$ cat src/eic_pkg.sv
// Constants shared by the external input command block
package eic_pkg;
    // ------------------------------------------------------------------
    // Frame fields
    // ------------------------------------------------------------------
    localparam logic [15:0] EIC_WRITE_CODE   = 16'h0202;
    localparam logic [7:0]  EIC_ADDR_PREFIX  = 8'hc0;
    localparam logic [15:0] EIC_ONE_ELEMENT  = 16'h8001;
    localparam logic [15:0] EIC_END_NORMAL   = 16'h0000;
    // Error end code, value arbitrary
    localparam logic [15:0] EIC_END_ERROR    = 16'h1100;

    // ------------------------------------------------------------------
    // Unit numbers
    // ------------------------------------------------------------------
    localparam logic [7:0]  EIC_UNIT_SYSTEM  = 8'hf0;
    localparam logic [7:0]  EIC_UNIT_INPUTS  = 8'h7f;
    localparam logic [7:0]  EIC_UNIT_FOCUS   = 8'h7a;

    // ------------------------------------------------------------------
    // Data numbers
    // ------------------------------------------------------------------
    localparam logic [7:0]  EIC_DN_EXT_MODE      = 8'h08;
    localparam logic [7:0]  EIC_DN_TIMING        = 8'hc0;
    localparam logic [7:0]  EIC_DN_RESET         = 8'hc1;
    localparam logic [7:0]  EIC_DN_LASER_OFF     = 8'hc2;
    localparam logic [7:0]  EIC_DN_ZERO_EXECUTE  = 8'hc3;
    localparam logic [7:0]  EIC_DN_ZERO_CANCEL   = 8'hc4;
    localparam logic [7:0]  EIC_DN_FUNC_MODE     = 8'h01;
    localparam logic [7:0]  EIC_DN_IN0_MODE      = 8'h0a;
    localparam logic [7:0]  EIC_DN_IN3_MODE      = 8'h0d;
    localparam logic [7:0]  EIC_DN_FOCUS_MODE    = 8'h02;
    localparam logic [7:0]  EIC_DN_FOCUS_FIRST   = 8'h03;
    localparam logic [7:0]  EIC_DN_FOCUS_LAST    = 8'h08;

    // ------------------------------------------------------------------
    // Values and ranges
    // ------------------------------------------------------------------
    localparam logic [31:0] EIC_MODE_STANDARD    = 32'h0000_0000;
    localparam logic [31:0] EIC_MODE_PAR_OFF     = 32'h0000_0002;
    localparam logic [31:0] EIC_VAL_ON           = 32'h0000_0001;
    localparam logic [31:0] EIC_IN_MODE_MAX      = 32'h0000_0004;
    localparam int          EIC_DIST1_LIM        = 99999999;
    localparam int          EIC_DIST2_LIM        = 999999999;
    localparam int          EIC_CUR_MIN          = 4;
    localparam int          EIC_CUR_MAX          = 20;
    localparam int          EIC_VOLT_LIM         = 10;
    localparam int          EIC_FOCUS_WORDS      = 6;
    localparam int          EIC_IN_COUNT         = 4;
    localparam int          EIC_IN_MODE_W        = 3;

    // Bit positions of the five input lines
    localparam int          EIC_B_TIMING         = 0;
    localparam int          EIC_B_RESET          = 1;
    localparam int          EIC_B_LASER_OFF      = 2;
    localparam int          EIC_B_ZERO_EXEC      = 3;
    localparam int          EIC_B_ZERO_CANCEL    = 4;
    localparam int          EIC_LINES            = 5;
endpackage : eic_pkg
$ cat src/eic_external_input_command_control.sv
// External input command control: parameter write port and input mixing
// Functional notes
// - Timing, reset, laser-off command values hold ON until OFF written.
// - Held ON command behaves as the matching physical input held active.
// - Execute write 1 issues zero reset; cancel write 1 cancels it.
// - Standard mode keeps physical inputs and refuses input commands.
// - Back in standard mode, operation follows physical input lines.
// - Bank mode makes inputs 0 and 1 bank select; their modes locked.
// - Focus values accepted only while monitor focus mode is ON.
// - Good write answers echoed code with normal end code zero.
module eic_external_input_command_control
    import eic_pkg::*;
(
    input  wire logic        clock,              // 200 MHz clock
    input  wire logic        reset,              // Async reset, high
    input  wire logic        wr_valid,           // Frame present, pulse
    input  wire logic [15:0] wr_code,            // Command code
    input  wire logic [15:0] wr_addr,            // Prefix plus data number
    input  wire logic [15:0] wr_unit_ch,         // Unit high, channel low
    input  wire logic [15:0] wr_count,           // Prefix plus elements
    input  wire logic [31:0] wr_data,            // Value to write
    input  wire logic [EIC_LINES-1:0] pin_inputs, // Physical input lines
    input  wire logic [2:0]  focus_rd_index,     // Focus word to show
    output logic             rsp_valid,          // Answer pulse
    output logic [15:0]      rsp_code,           // Echoed command code
    output logic [15:0]      rsp_end,            // End code
    output logic             timing_active,      // Effective timing input
    output logic             reset_active,       // Effective reset input
    output logic             laser_off_active,   // Effective laser off
    output logic             zero_reset_pulse,   // Zero reset, one cycle
    output logic             zero_cancel_pulse,  // Zero cancel, one cycle
    output logic             bank_mode,          // Inputs 0/1 select bank
    output logic             focus_mode_on,      // Monitor focus mode
    output logic [EIC_IN_COUNT*EIC_IN_MODE_W-1:0] input_modes, // Modes
    output logic [31:0]      focus_rd_data       // Selected focus word
);

    // ------------------------------------------------------------------
    // Input synchronisers
    // ------------------------------------------------------------------
    logic [EIC_LINES-1:0] sync1_reg;
    logic [EIC_LINES-1:0] sync2_reg;
    logic [EIC_LINES-1:0] sync3_reg;
    logic [EIC_LINES-1:0] pin_filt_reg;
    logic [EIC_LINES-1:0] pin_filt_next;

    // A change counts once the second and third stage agree
    assign pin_filt_next = (sync2_reg & sync3_reg)
                         | (pin_filt_reg & (sync2_reg | sync3_reg));

    // Three stage chain and agreement filter
    always_ff @(posedge clock or posedge reset)
    begin
        if (reset)
        begin
            sync1_reg    <= '0;
            sync2_reg    <= '0;
            sync3_reg    <= '0;
            pin_filt_reg <= '0;
        end
        else
        begin
            sync1_reg    <= pin_inputs;
            sync2_reg    <= sync1_reg;
            sync3_reg    <= sync2_reg;
            pin_filt_reg <= pin_filt_next;
        end
    end

    // ------------------------------------------------------------------
    // Frame decode
    // ------------------------------------------------------------------
    logic [7:0]  unit_no;
    logic [7:0]  data_no;
    logic        frame_ok;
    logic        is_sys;
    logic        is_inp;
    logic        is_foc;
    logic        val_bool;
    logic        val_one;
    logic        par_off_reg;
    logic        bank_reg;
    logic        focus_on_reg;
    logic [2:0]  focus_idx;
    logic        focus_range_ok;
    logic        hit_mode;
    logic        hit_hold;
    logic        hit_zero;
    logic        hit_func;
    logic        hit_inmode;
    logic        hit_fmode;
    logic        hit_fval;
    logic        inmode_locked;
    logic        accept;
    logic [1:0]  hold_sel;
    logic [1:0]  inmode_sel;
    int          sval;

    assign unit_no   = wr_unit_ch[15:8];
    assign data_no   = wr_addr[7:0];
    assign sval      = int'($signed(wr_data));
    // Frame layout check
    assign frame_ok  = (wr_code == EIC_WRITE_CODE)
                     && (wr_addr[15:8] == EIC_ADDR_PREFIX)
                     && (wr_count == EIC_ONE_ELEMENT);
    assign is_sys    = frame_ok && (unit_no == EIC_UNIT_SYSTEM);
    assign is_inp    = frame_ok && (unit_no == EIC_UNIT_INPUTS);
    assign is_foc    = frame_ok && (unit_no == EIC_UNIT_FOCUS);
    assign val_bool  = (wr_data == EIC_VAL_ON) || (wr_data == '0);
    assign val_one   = (wr_data == EIC_VAL_ON);

    // Address hits, each with its own acceptance condition
    assign hit_mode   = is_sys && (data_no == EIC_DN_EXT_MODE);
    assign hit_hold   = is_sys && (data_no >= EIC_DN_TIMING)
                               && (data_no <= EIC_DN_LASER_OFF);
    assign hit_zero   = is_sys && ((data_no == EIC_DN_ZERO_EXECUTE)
                               || (data_no == EIC_DN_ZERO_CANCEL));
    assign hit_func   = is_inp && (data_no == EIC_DN_FUNC_MODE);
    assign hit_inmode = is_inp && (data_no >= EIC_DN_IN0_MODE)
                               && (data_no <= EIC_DN_IN3_MODE);
    assign hit_fmode  = is_foc && (data_no == EIC_DN_FOCUS_MODE);
    assign hit_fval   = is_foc && (data_no >= EIC_DN_FOCUS_FIRST)
                               && (data_no <= EIC_DN_FOCUS_LAST);
    assign hold_sel   = data_no[1:0];
    assign inmode_sel = 2'(data_no - EIC_DN_IN0_MODE);
    assign focus_idx  = 3'(data_no - EIC_DN_FOCUS_FIRST);
    // Inputs 0 and 1 carry bank select in bank mode
    assign inmode_locked = bank_reg && (inmode_sel[1] == 1'b0);

    // Signed range of each focus word
    always_comb
    begin
        unique case (focus_idx)
            3'h0:    focus_range_ok = (sval >= -EIC_DIST1_LIM)
                                   && (sval <= EIC_DIST1_LIM);
            3'h1:    focus_range_ok = (sval >= -EIC_DIST2_LIM)
                                   && (sval <= EIC_DIST2_LIM);
            3'h2,
            3'h3:    focus_range_ok = (sval >= EIC_CUR_MIN)
                                   && (sval <= EIC_CUR_MAX);
            3'h4,
            3'h5:    focus_range_ok = (sval >= -EIC_VOLT_LIM)
                                   && (sval <= EIC_VOLT_LIM);
            default: focus_range_ok = 1'b0;
        endcase
    end

    // Overall acceptance; anything else ends in error
    assign accept =
          (hit_mode && ((wr_data == EIC_MODE_STANDARD)
                     || (wr_data == EIC_MODE_PAR_OFF)))
        || (hit_hold && par_off_reg && val_bool)
        || (hit_zero && par_off_reg && val_one)
        || (hit_func && val_bool)
        || (hit_inmode && !inmode_locked
                       && (wr_data <= EIC_IN_MODE_MAX))
        || (hit_fmode && val_bool)
        || (hit_fval && focus_on_reg && focus_range_ok);

    // ------------------------------------------------------------------
    // Parameter state
    // ------------------------------------------------------------------
    logic [2:0]  hold_cmd_reg;
    logic [EIC_IN_COUNT*EIC_IN_MODE_W-1:0] inmode_reg;
    logic [31:0] focus_mem [EIC_FOCUS_WORDS];
    logic        wr_ok;

    assign wr_ok = wr_valid && accept;

    // Mode, function and focus flags
    always_ff @(posedge clock or posedge reset)
    begin
        if (reset)
        begin
            par_off_reg  <= 1'b0;
            bank_reg     <= 1'b0;
            focus_on_reg <= 1'b0;
        end
        else if (wr_ok)
        begin
            if (hit_mode)
                par_off_reg <= (wr_data == EIC_MODE_PAR_OFF);
            if (hit_func)
                bank_reg <= wr_data[0];
            if (hit_fmode)
                focus_on_reg <= wr_data[0];
        end
    end

    // Held command values, kept until OFF is written
    always_ff @(posedge clock or posedge reset)
    begin
        if (reset)
            hold_cmd_reg <= '0;
        else if (wr_ok && hit_hold)
            hold_cmd_reg[hold_sel] <= wr_data[0];
    end

    // Per input mode settings
    generate
        for (genvar i = 0; i < EIC_IN_COUNT; i++)
        begin : g_inmode
            always_ff @(posedge clock or posedge reset)
            begin
                if (reset)
                    inmode_reg[i*EIC_IN_MODE_W +: EIC_IN_MODE_W] <= '0;
                else if (wr_ok && hit_inmode && (inmode_sel == 2'(i)))
                    inmode_reg[i*EIC_IN_MODE_W +: EIC_IN_MODE_W] <=
                        wr_data[EIC_IN_MODE_W-1:0];
            end
        end
    endgenerate

    // Focus value store
    always_ff @(posedge clock)
    begin
        if (wr_ok && hit_fval)
            focus_mem[focus_idx] <= wr_data;
    end

    // ------------------------------------------------------------------
    // Effective inputs and zero reset events
    // ------------------------------------------------------------------
    logic [2:0]  eff_hold;
    logic        pin_zero_rise;
    logic        pin_cancel_rise;
    logic        zero_next;
    logic        cancel_next;
    logic        pin_zero_old_reg;
    logic        pin_cancel_old_reg;

    // Standard mode follows the lines, otherwise the held commands
    assign eff_hold = par_off_reg ? hold_cmd_reg
                                  : pin_filt_reg[2:0];
    assign pin_zero_rise   = pin_filt_reg[EIC_B_ZERO_EXEC]
                           && !pin_zero_old_reg;
    assign pin_cancel_rise = pin_filt_reg[EIC_B_ZERO_CANCEL]
                           && !pin_cancel_old_reg;
    // Command events only in parallel off; pin edges only in standard
    assign zero_next   = (wr_ok && hit_zero
                         && (data_no == EIC_DN_ZERO_EXECUTE))
                       || (!par_off_reg && pin_zero_rise);
    assign cancel_next = (wr_ok && hit_zero
                         && (data_no == EIC_DN_ZERO_CANCEL))
                       || (!par_off_reg && pin_cancel_rise);

    // Registered outputs and answer
    always_ff @(posedge clock or posedge reset)
    begin
        if (reset)
        begin
            pin_zero_old_reg   <= 1'b0;
            pin_cancel_old_reg <= 1'b0;
            timing_active      <= 1'b0;
            reset_active       <= 1'b0;
            laser_off_active   <= 1'b0;
            zero_reset_pulse   <= 1'b0;
            zero_cancel_pulse  <= 1'b0;
            rsp_valid          <= 1'b0;
            rsp_code           <= '0;
            rsp_end            <= '0;
            bank_mode          <= 1'b0;
            focus_mode_on      <= 1'b0;
            input_modes        <= '0;
            focus_rd_data      <= '0;
        end
        else
        begin
            pin_zero_old_reg   <= pin_filt_reg[EIC_B_ZERO_EXEC];
            pin_cancel_old_reg <= pin_filt_reg[EIC_B_ZERO_CANCEL];
            timing_active      <= eff_hold[EIC_B_TIMING];
            reset_active       <= eff_hold[EIC_B_RESET];
            laser_off_active   <= eff_hold[EIC_B_LASER_OFF];
            zero_reset_pulse   <= zero_next;
            zero_cancel_pulse  <= cancel_next;
            rsp_valid          <= wr_valid;
            if (wr_valid)
            begin
                rsp_code <= wr_code;
                rsp_end  <= accept ? EIC_END_NORMAL
                                   : EIC_END_ERROR;
            end
            bank_mode          <= bank_reg;
            focus_mode_on      <= focus_on_reg;
            input_modes        <= inmode_reg;
            focus_rd_data      <= (focus_rd_index < 3'(EIC_FOCUS_WORDS))
                                ? focus_mem[focus_rd_index] : '0;
        end
    end

endmodule : eic_external_input_command_control

$ cat config.mk
export PLATFORM = sky130hd
export DESIGN_NAME = eic_external_input_command_control
export DESIGN_NICKNAME = d
export VERILOG_FILES = /design/src/eic_pkg.sv /design/src/eic_external_input_command_control.sv
export SDC_FILE = /design/constraint.sdc
export NUM_CORES = 1
export LEC_CHECK = 0
export CAP_MARGIN = 10
export CORE_UTILIZATION = 65
export CTS_BUF_LIST = sky130_fd_sc_hd__clkbuf_8
export CTS_CLUSTER_SIZE = 16
export DETAILED_ROUTE_END_ITERATION = 8
export DONT_BUFFER_PORTS = 1
export PLACE_DENSITY = 0.81
export SYNTH_ARGS = -nofsm -noshare
export SYNTH_HDL_FRONTEND = slang
export SYNTH_SLANG_ARGS = --single-unit
export TNS_END_PERCENT = 30
$ cat constraint.sdc
create_clock -name clock -period 10.3 [get_ports clock]
set_input_delay 3.09 -clock clock [delete_from_list [all_inputs] [get_ports clock]]
set_output_delay 3.09 -clock clock [all_outputs]
set_load 0.02 [all_outputs]
After elaboration in Yosys (flattened, before gate mapping):

Memory sizes are Yosys's and may differ from the RTL's.
Index checks and enable logic that the tools add are counted.

* word-level logic and storage cells: 152
* latch bits: 0
* RAM bits: 192
* bits in read-only memories: 0
* memories kept: 1
* flip-flop bits (word level): 124

* div/mod/pow operators: 0
* reduce and logical (&&, ||, !) cells: 70
* shift-type cells: 0
* mux-type cells: 9
* multiply operators: 0
* order comparisons: 18
* bitwise operators: 5
* equality and inequality tests: 21
* add/sub/neg operators: 2

Memories
* focus_mem: words 6, bits a word 32, rd ports 1, clocked after Yosys merged registers in 0, write ports 1, RTL line eic_external_input_command_control.sv:165 `logic [31:0] focus_mem [EIC_FOCUS_WORDS];`

Operators by type and width (count)
* $logic_and 1x1->1: 47
* $eq 32x1->1 const B: 1
* $eq 32x2->1 const B: 1
* $eq 8x8->1 const B: 4
* $ge 32x28->1 const B: 1
* $ge 32x31->1 const B: 1
* $ge 32x4->1 const B: 1
* $ge 32x5->1 const B: 1
* $le 32x28->1 const B: 1
* $le 32x3->1 const B: 1
* $le 32x31->1 const B: 1
* $le 32x5->1 const B: 1
* $le 32x6->1 const B: 1
* $logic_not 32->1: 1
* $mux 32: 1
* $eq 16x10->1 const B: 1
* $eq 16x16->1 const B: 1
* $eq 8x7->1 const B: 2
* $le 8x4->1 const B: 2
* $mux 13: 1
* $logic_or 1x1->1: 11
* $and 5x5->5: 2
* $or 5x5->5: 2
* $eq 8x1->1 const B: 1
* 27 further kinds: 38

Depth between registers and ports, before layout:

* depth in word-level cells: 18
* depth in mapped cells: 12

Least setup slack after synthesis:

No wires, ideal clock.

* kind: input to register
* from: in wr_code[11]
* to: mem focus_mem[0][0] (enable)
* data required time: 9.799 ns
* data arrival time: 8.247 ns
* cell stages on the path: 6
* slack: 1.552 ns
* cell sequence: or4b_4 nor4_4 nand3_1 or4b_2 o2111a_1 nor4_1

* cells in the longest elaborated chain, start to end: 18
* elaborated cells between the ends (all ways): 37
* those cells by class: eq/ne: 1; mux: 2; reduce/logical: 34

Ends and longest elaborated chain
* from (decl): RTL line eic_external_input_command_control.sv:17 `input wire logic [15:0] wr_code,`
* $eq 16x10->1 *: RTL line eic_external_input_command_control.sv:103 `assign frame_ok = (wr_code == EIC_WRITE_CODE)`
* $logic_and 1x1->1 *: RTL line eic_external_input_command_control.sv:104 `&& (wr_addr[15:8] == EIC_ADDR_PREFIX)`
* $logic_and 1x1->1 *: RTL line eic_external_input_command_control.sv:105 `&& (wr_count == EIC_ONE_ELEMENT);`
* $logic_and 1x1->1: RTL line eic_external_input_command_control.sv:106 `assign is_sys = frame_ok && (unit_no == EIC_UNIT_SYSTEM);`
* $logic_and 1x1->1: RTL line eic_external_input_command_control.sv:114 `assign hit_hold = is_sys && (data_no >= EIC_DN_TIMING)`
* $logic_and 1x1->1: RTL line eic_external_input_command_control.sv:115 `&& (data_no <= EIC_DN_LASER_OFF);`
* $logic_and 1x1->1 (2 in a row): RTL line eic_external_input_command_control.sv:152 `|| (hit_hold && par_off_reg && val_bool)`
* $logic_or 1x1->1: RTL line eic_external_input_command_control.sv:152
* $logic_or 1x1->1: RTL line eic_external_input_command_control.sv:153 `|| (hit_zero && par_off_reg && val_one)`
* $logic_or 1x1->1: RTL line eic_external_input_command_control.sv:154 `|| (hit_func && val_bool)`
* $logic_or 1x1->1: RTL line eic_external_input_command_control.sv:155 `|| (hit_inmode && !inmode_locked`
* $logic_or 1x1->1: RTL line eic_external_input_command_control.sv:157 `|| (hit_fmode && val_bool)`
* $logic_or 1x1->1: RTL line eic_external_input_command_control.sv:158 `|| (hit_fval && focus_on_reg && focus_range_ok);`
* $logic_and 1x1->1: RTL line eic_external_input_command_control.sv:168 `assign wr_ok = wr_valid && accept;`
* $logic_and 1x1->1 *: RTL line eic_external_input_command_control.sv:217 `if (wr_ok && hit_fval)`
* $mux 1 *: RTL line eic_external_input_command_control.sv:217
* $mux 1 (not written as such) *: RTL line eic_external_input_command_control.sv:218 `focus_mem[focus_idx] <= wr_data;`
* to (decl): RTL line eic_external_input_command_control.sv:165

Every way passes the cells marked *; elsewhere a longest branch is shown, timed or not.

Worst setup path after layout:

* from: in wr_code[11]
* to: mem focus_mem[4][19] (enable)

The elaborated chain is that of the path after synthesis.

==> run metrics <==
status=complete, but fails checks; failing checks=design-rule violations; Largest regs=focus_mem x192, focus_rd_data x32, rsp_code x16; Critical Path RT=10.47 ns; CTS tree=yes; post-route ant nets=0; setup_tns=0 ns; max-slew violation count=0; Slew headroom=39.7%; Worst Setup SP=wr_code[11]; post-synth cell types=66; worst slew pin tran=0.898 ns; DRC Markers=6; drt first-iter violations=461; Critical Path End Type=register; Hold Buf Count CTS=0; dominant synthesized flop cell=edfxtp_1; largest net degree at the start of global routing=65; Seq cells post-synth=301; drt pass-1 iters=9; maxcap violations=0; max FFs per register=192; Port Buffers=0; Largest Register=focus_mem; final worst clock skew=0.0249 ns; CP Launch Type=input port; Die Area=19300 um^2; RSZ-0062 raised after global routing=false; async set-reset flop share out of synthesis=36.2%; Yosys top cell by area=edfxtp_1; Routed WL=25000 um; core area=18100 um^2; pre-CTS setup slack=3.56 ns; initial antenna violation count=0; total I/O pin count=191; post-detail-place hpwl=15600 um; via-per-instance ratio=6.49; final worst setup slack=4.09 ns; register area share after synthesis=69.9%; min-delay src=sync1_reg[4]; fin crit share=60.3%; number of synthesized flops with an enable pin=192; top-area cell type share of the netlist area=47.4%; Arr. time, crit path=6.38 ns; row cnt=49; Highest Clock Rate=0.161 GHz; worst hold path type=reg2reg; reg-to-reg critical path startpoint=par_off_reg; WS Path Type=in2reg; DP Area=12300 um^2; Avg WL per Cell=23.9 um; chip height=139 um; ANT cells=0; clk slew on worst S/H paths=0.06 ns; TritonCTS Sinks=301; CTS Buf Count=46; fraction of layout cells with a size suffix above 1=17.9%; Gate Count Post-Synth=759; Hold WS=0.348 ns; Layout Nets=896; root buffer cell=clkbuf_8; worst-skew pair later-pin latency=0.55 ns; gpl congestion=0.888; H-tree levels=2; leak pwr=4.95 nW; Synth area leaders=edfxtp_1, dfrtp_1, mux4_2; Fin. Hold Viols=0; critical path fanouts, max=32; Clock Path Buffers=3; post-route cell area=13200 um^2; # setup viols final=0; GRT Overall Usage=26.8%; grt ovf=0; mapped cell area=12200 um^2; Vias=6786; cts repair resizes=0; vias in the first global route=7118; # Post-CTS Setup Buffers=0; YS warnings=0; Layout Area Growth over Synthesis=8.85%; fin crit period=6.21 ns; Die W=139 um; PD cells=178 nW/um^2; fill count=1130; worst vdd ir=0.000123 V; initial core utilization=67.0%; first-pass GRT wire length=39000 um; Tot Pwr=0.00235 W; Mean Syn Cell Area=16.0 um^2
## synth_stat cells (6+ instances only)
cell / n
nor3_1: 9
nor4_1: 24
ha_1: 9
nor4b_1: 6
mux2_1: 15
nor2_1: 30
o22ai_1: 33
clkbuf_1: 26
buf_4: 16
mux2_2: 20
dfrtp_1: 109
mux4_2: 32
and4_1: 6
nand3_1: 20
mux2i_1: 32
nand4_1: 14
o21ai_1: 9
nand2_1: 20
edfxtp_1: 192
inv_1: 38
## cells by family (layout without fill, tap and decap cells)
family | count (synthesis) | after routing | synth area share (%)
AO/OA/AOI/OAI | 89 | 89 | 5.17
buffers and inverters | 88 | 133 | 3.27
AND/OR/NAND/NOR | 163 | 163 | 8.04
multiplexers | 103 | 103 | 12.3
flip-flops | 301 | 301 | 69.9
adder cells (fa/ha/maj) | 14 | 14 | 1.34
other | 1 | 14 | 0.0308
## worst max-delay path, cell delays in order
cell,delay [ns]
or4b_4,0.56
nor4_4,0.39
nand3_1,0.42
or4b_2,0.73
o2111a_1,0.38
nor4_2,0.28
buf_4,0.51
## metrics by stage
step,util (%),instances
2_1_floorplan,-,772
3_3_place_gp,68.0,961
3_5_place_dp,68.0,961
4_1_cts,72.9,1046
5_1_grt,72.9,1046
6_report,72.9,1046
## where the power goes
group          leakage, nW  switching (W)  internal (W)  total [W]
sequential            3.10      0.0000340       0.00131    0.00134
combinational         1.33      0.0000405     0.0000396  0.0000801
clock                0.522       0.000432      0.000495   0.000927
total                 4.95       0.000507       0.00185    0.00235
## layer usage
metal  global-route usage (%)  routed length, um  up-vias
li1                         -                  -     2989
met1                     33.7               9620     3402
met2                     45.1              12600      330
met3                     6.18               1840       65
met4                     11.9                889        0
met5                        0                  0        -
## cells in the final DEF, fill, tap and decap left out, drive strengths merged, types with 6 or more instances in the layout
| cell type | count |
|---|---|
| nor2 | 30 |
| clkbuf | 53 |
| nor4b | 7 |
| edfxtp | 192 |
| mux2i | 32 |
| dfrtp | 109 |
| o22ai | 33 |
| mux2 | 39 |
| nand2 | 20 |
| o21ai | 17 |
| and4 | 6 |
| nor4 | 26 |
| conb | 14 |
| buf | 8 |
| nand3 | 20 |
| ha | 9 |
| nand4 | 14 |
| inv | 59 |
| or4b | 6 |
| nor3 | 9 |
| mux4 | 32 |
| clkinv | 10 |
## worst paths after layout
path	end	slack (ns)	cells past startpoint
worst max-delay path	focus_mem[4][19]	4.09	7
worst min-delay path	sync2_reg[4]	0.35	0
worst max register to register	focus_mem[4][19]	7.47	6
worst min register to register	sync2_reg[4]	0.35	0
max in group asynchronous	rsp_code[8]	6.59	2
min in group asynchronous	input_modes[0]	2.48	1
## area by class of cell
type / count / area, um^2 / area share (%)
Inverter: 40 / 153 / 1.15
Timing Repair Buffer: 8 / 60.1 / 0.454
Clock inverter: 32 / 159 / 1.20
Sequential cell: 301 / 8490 / 64.2
Clock buffer: 53 / 729 / 5.51
Multi-Input combinational cell: 383 / 3350 / 25.3
Tap cell: 229 / 287 / 2.17
Note: power is estimated with default switching activity, not from simulation.
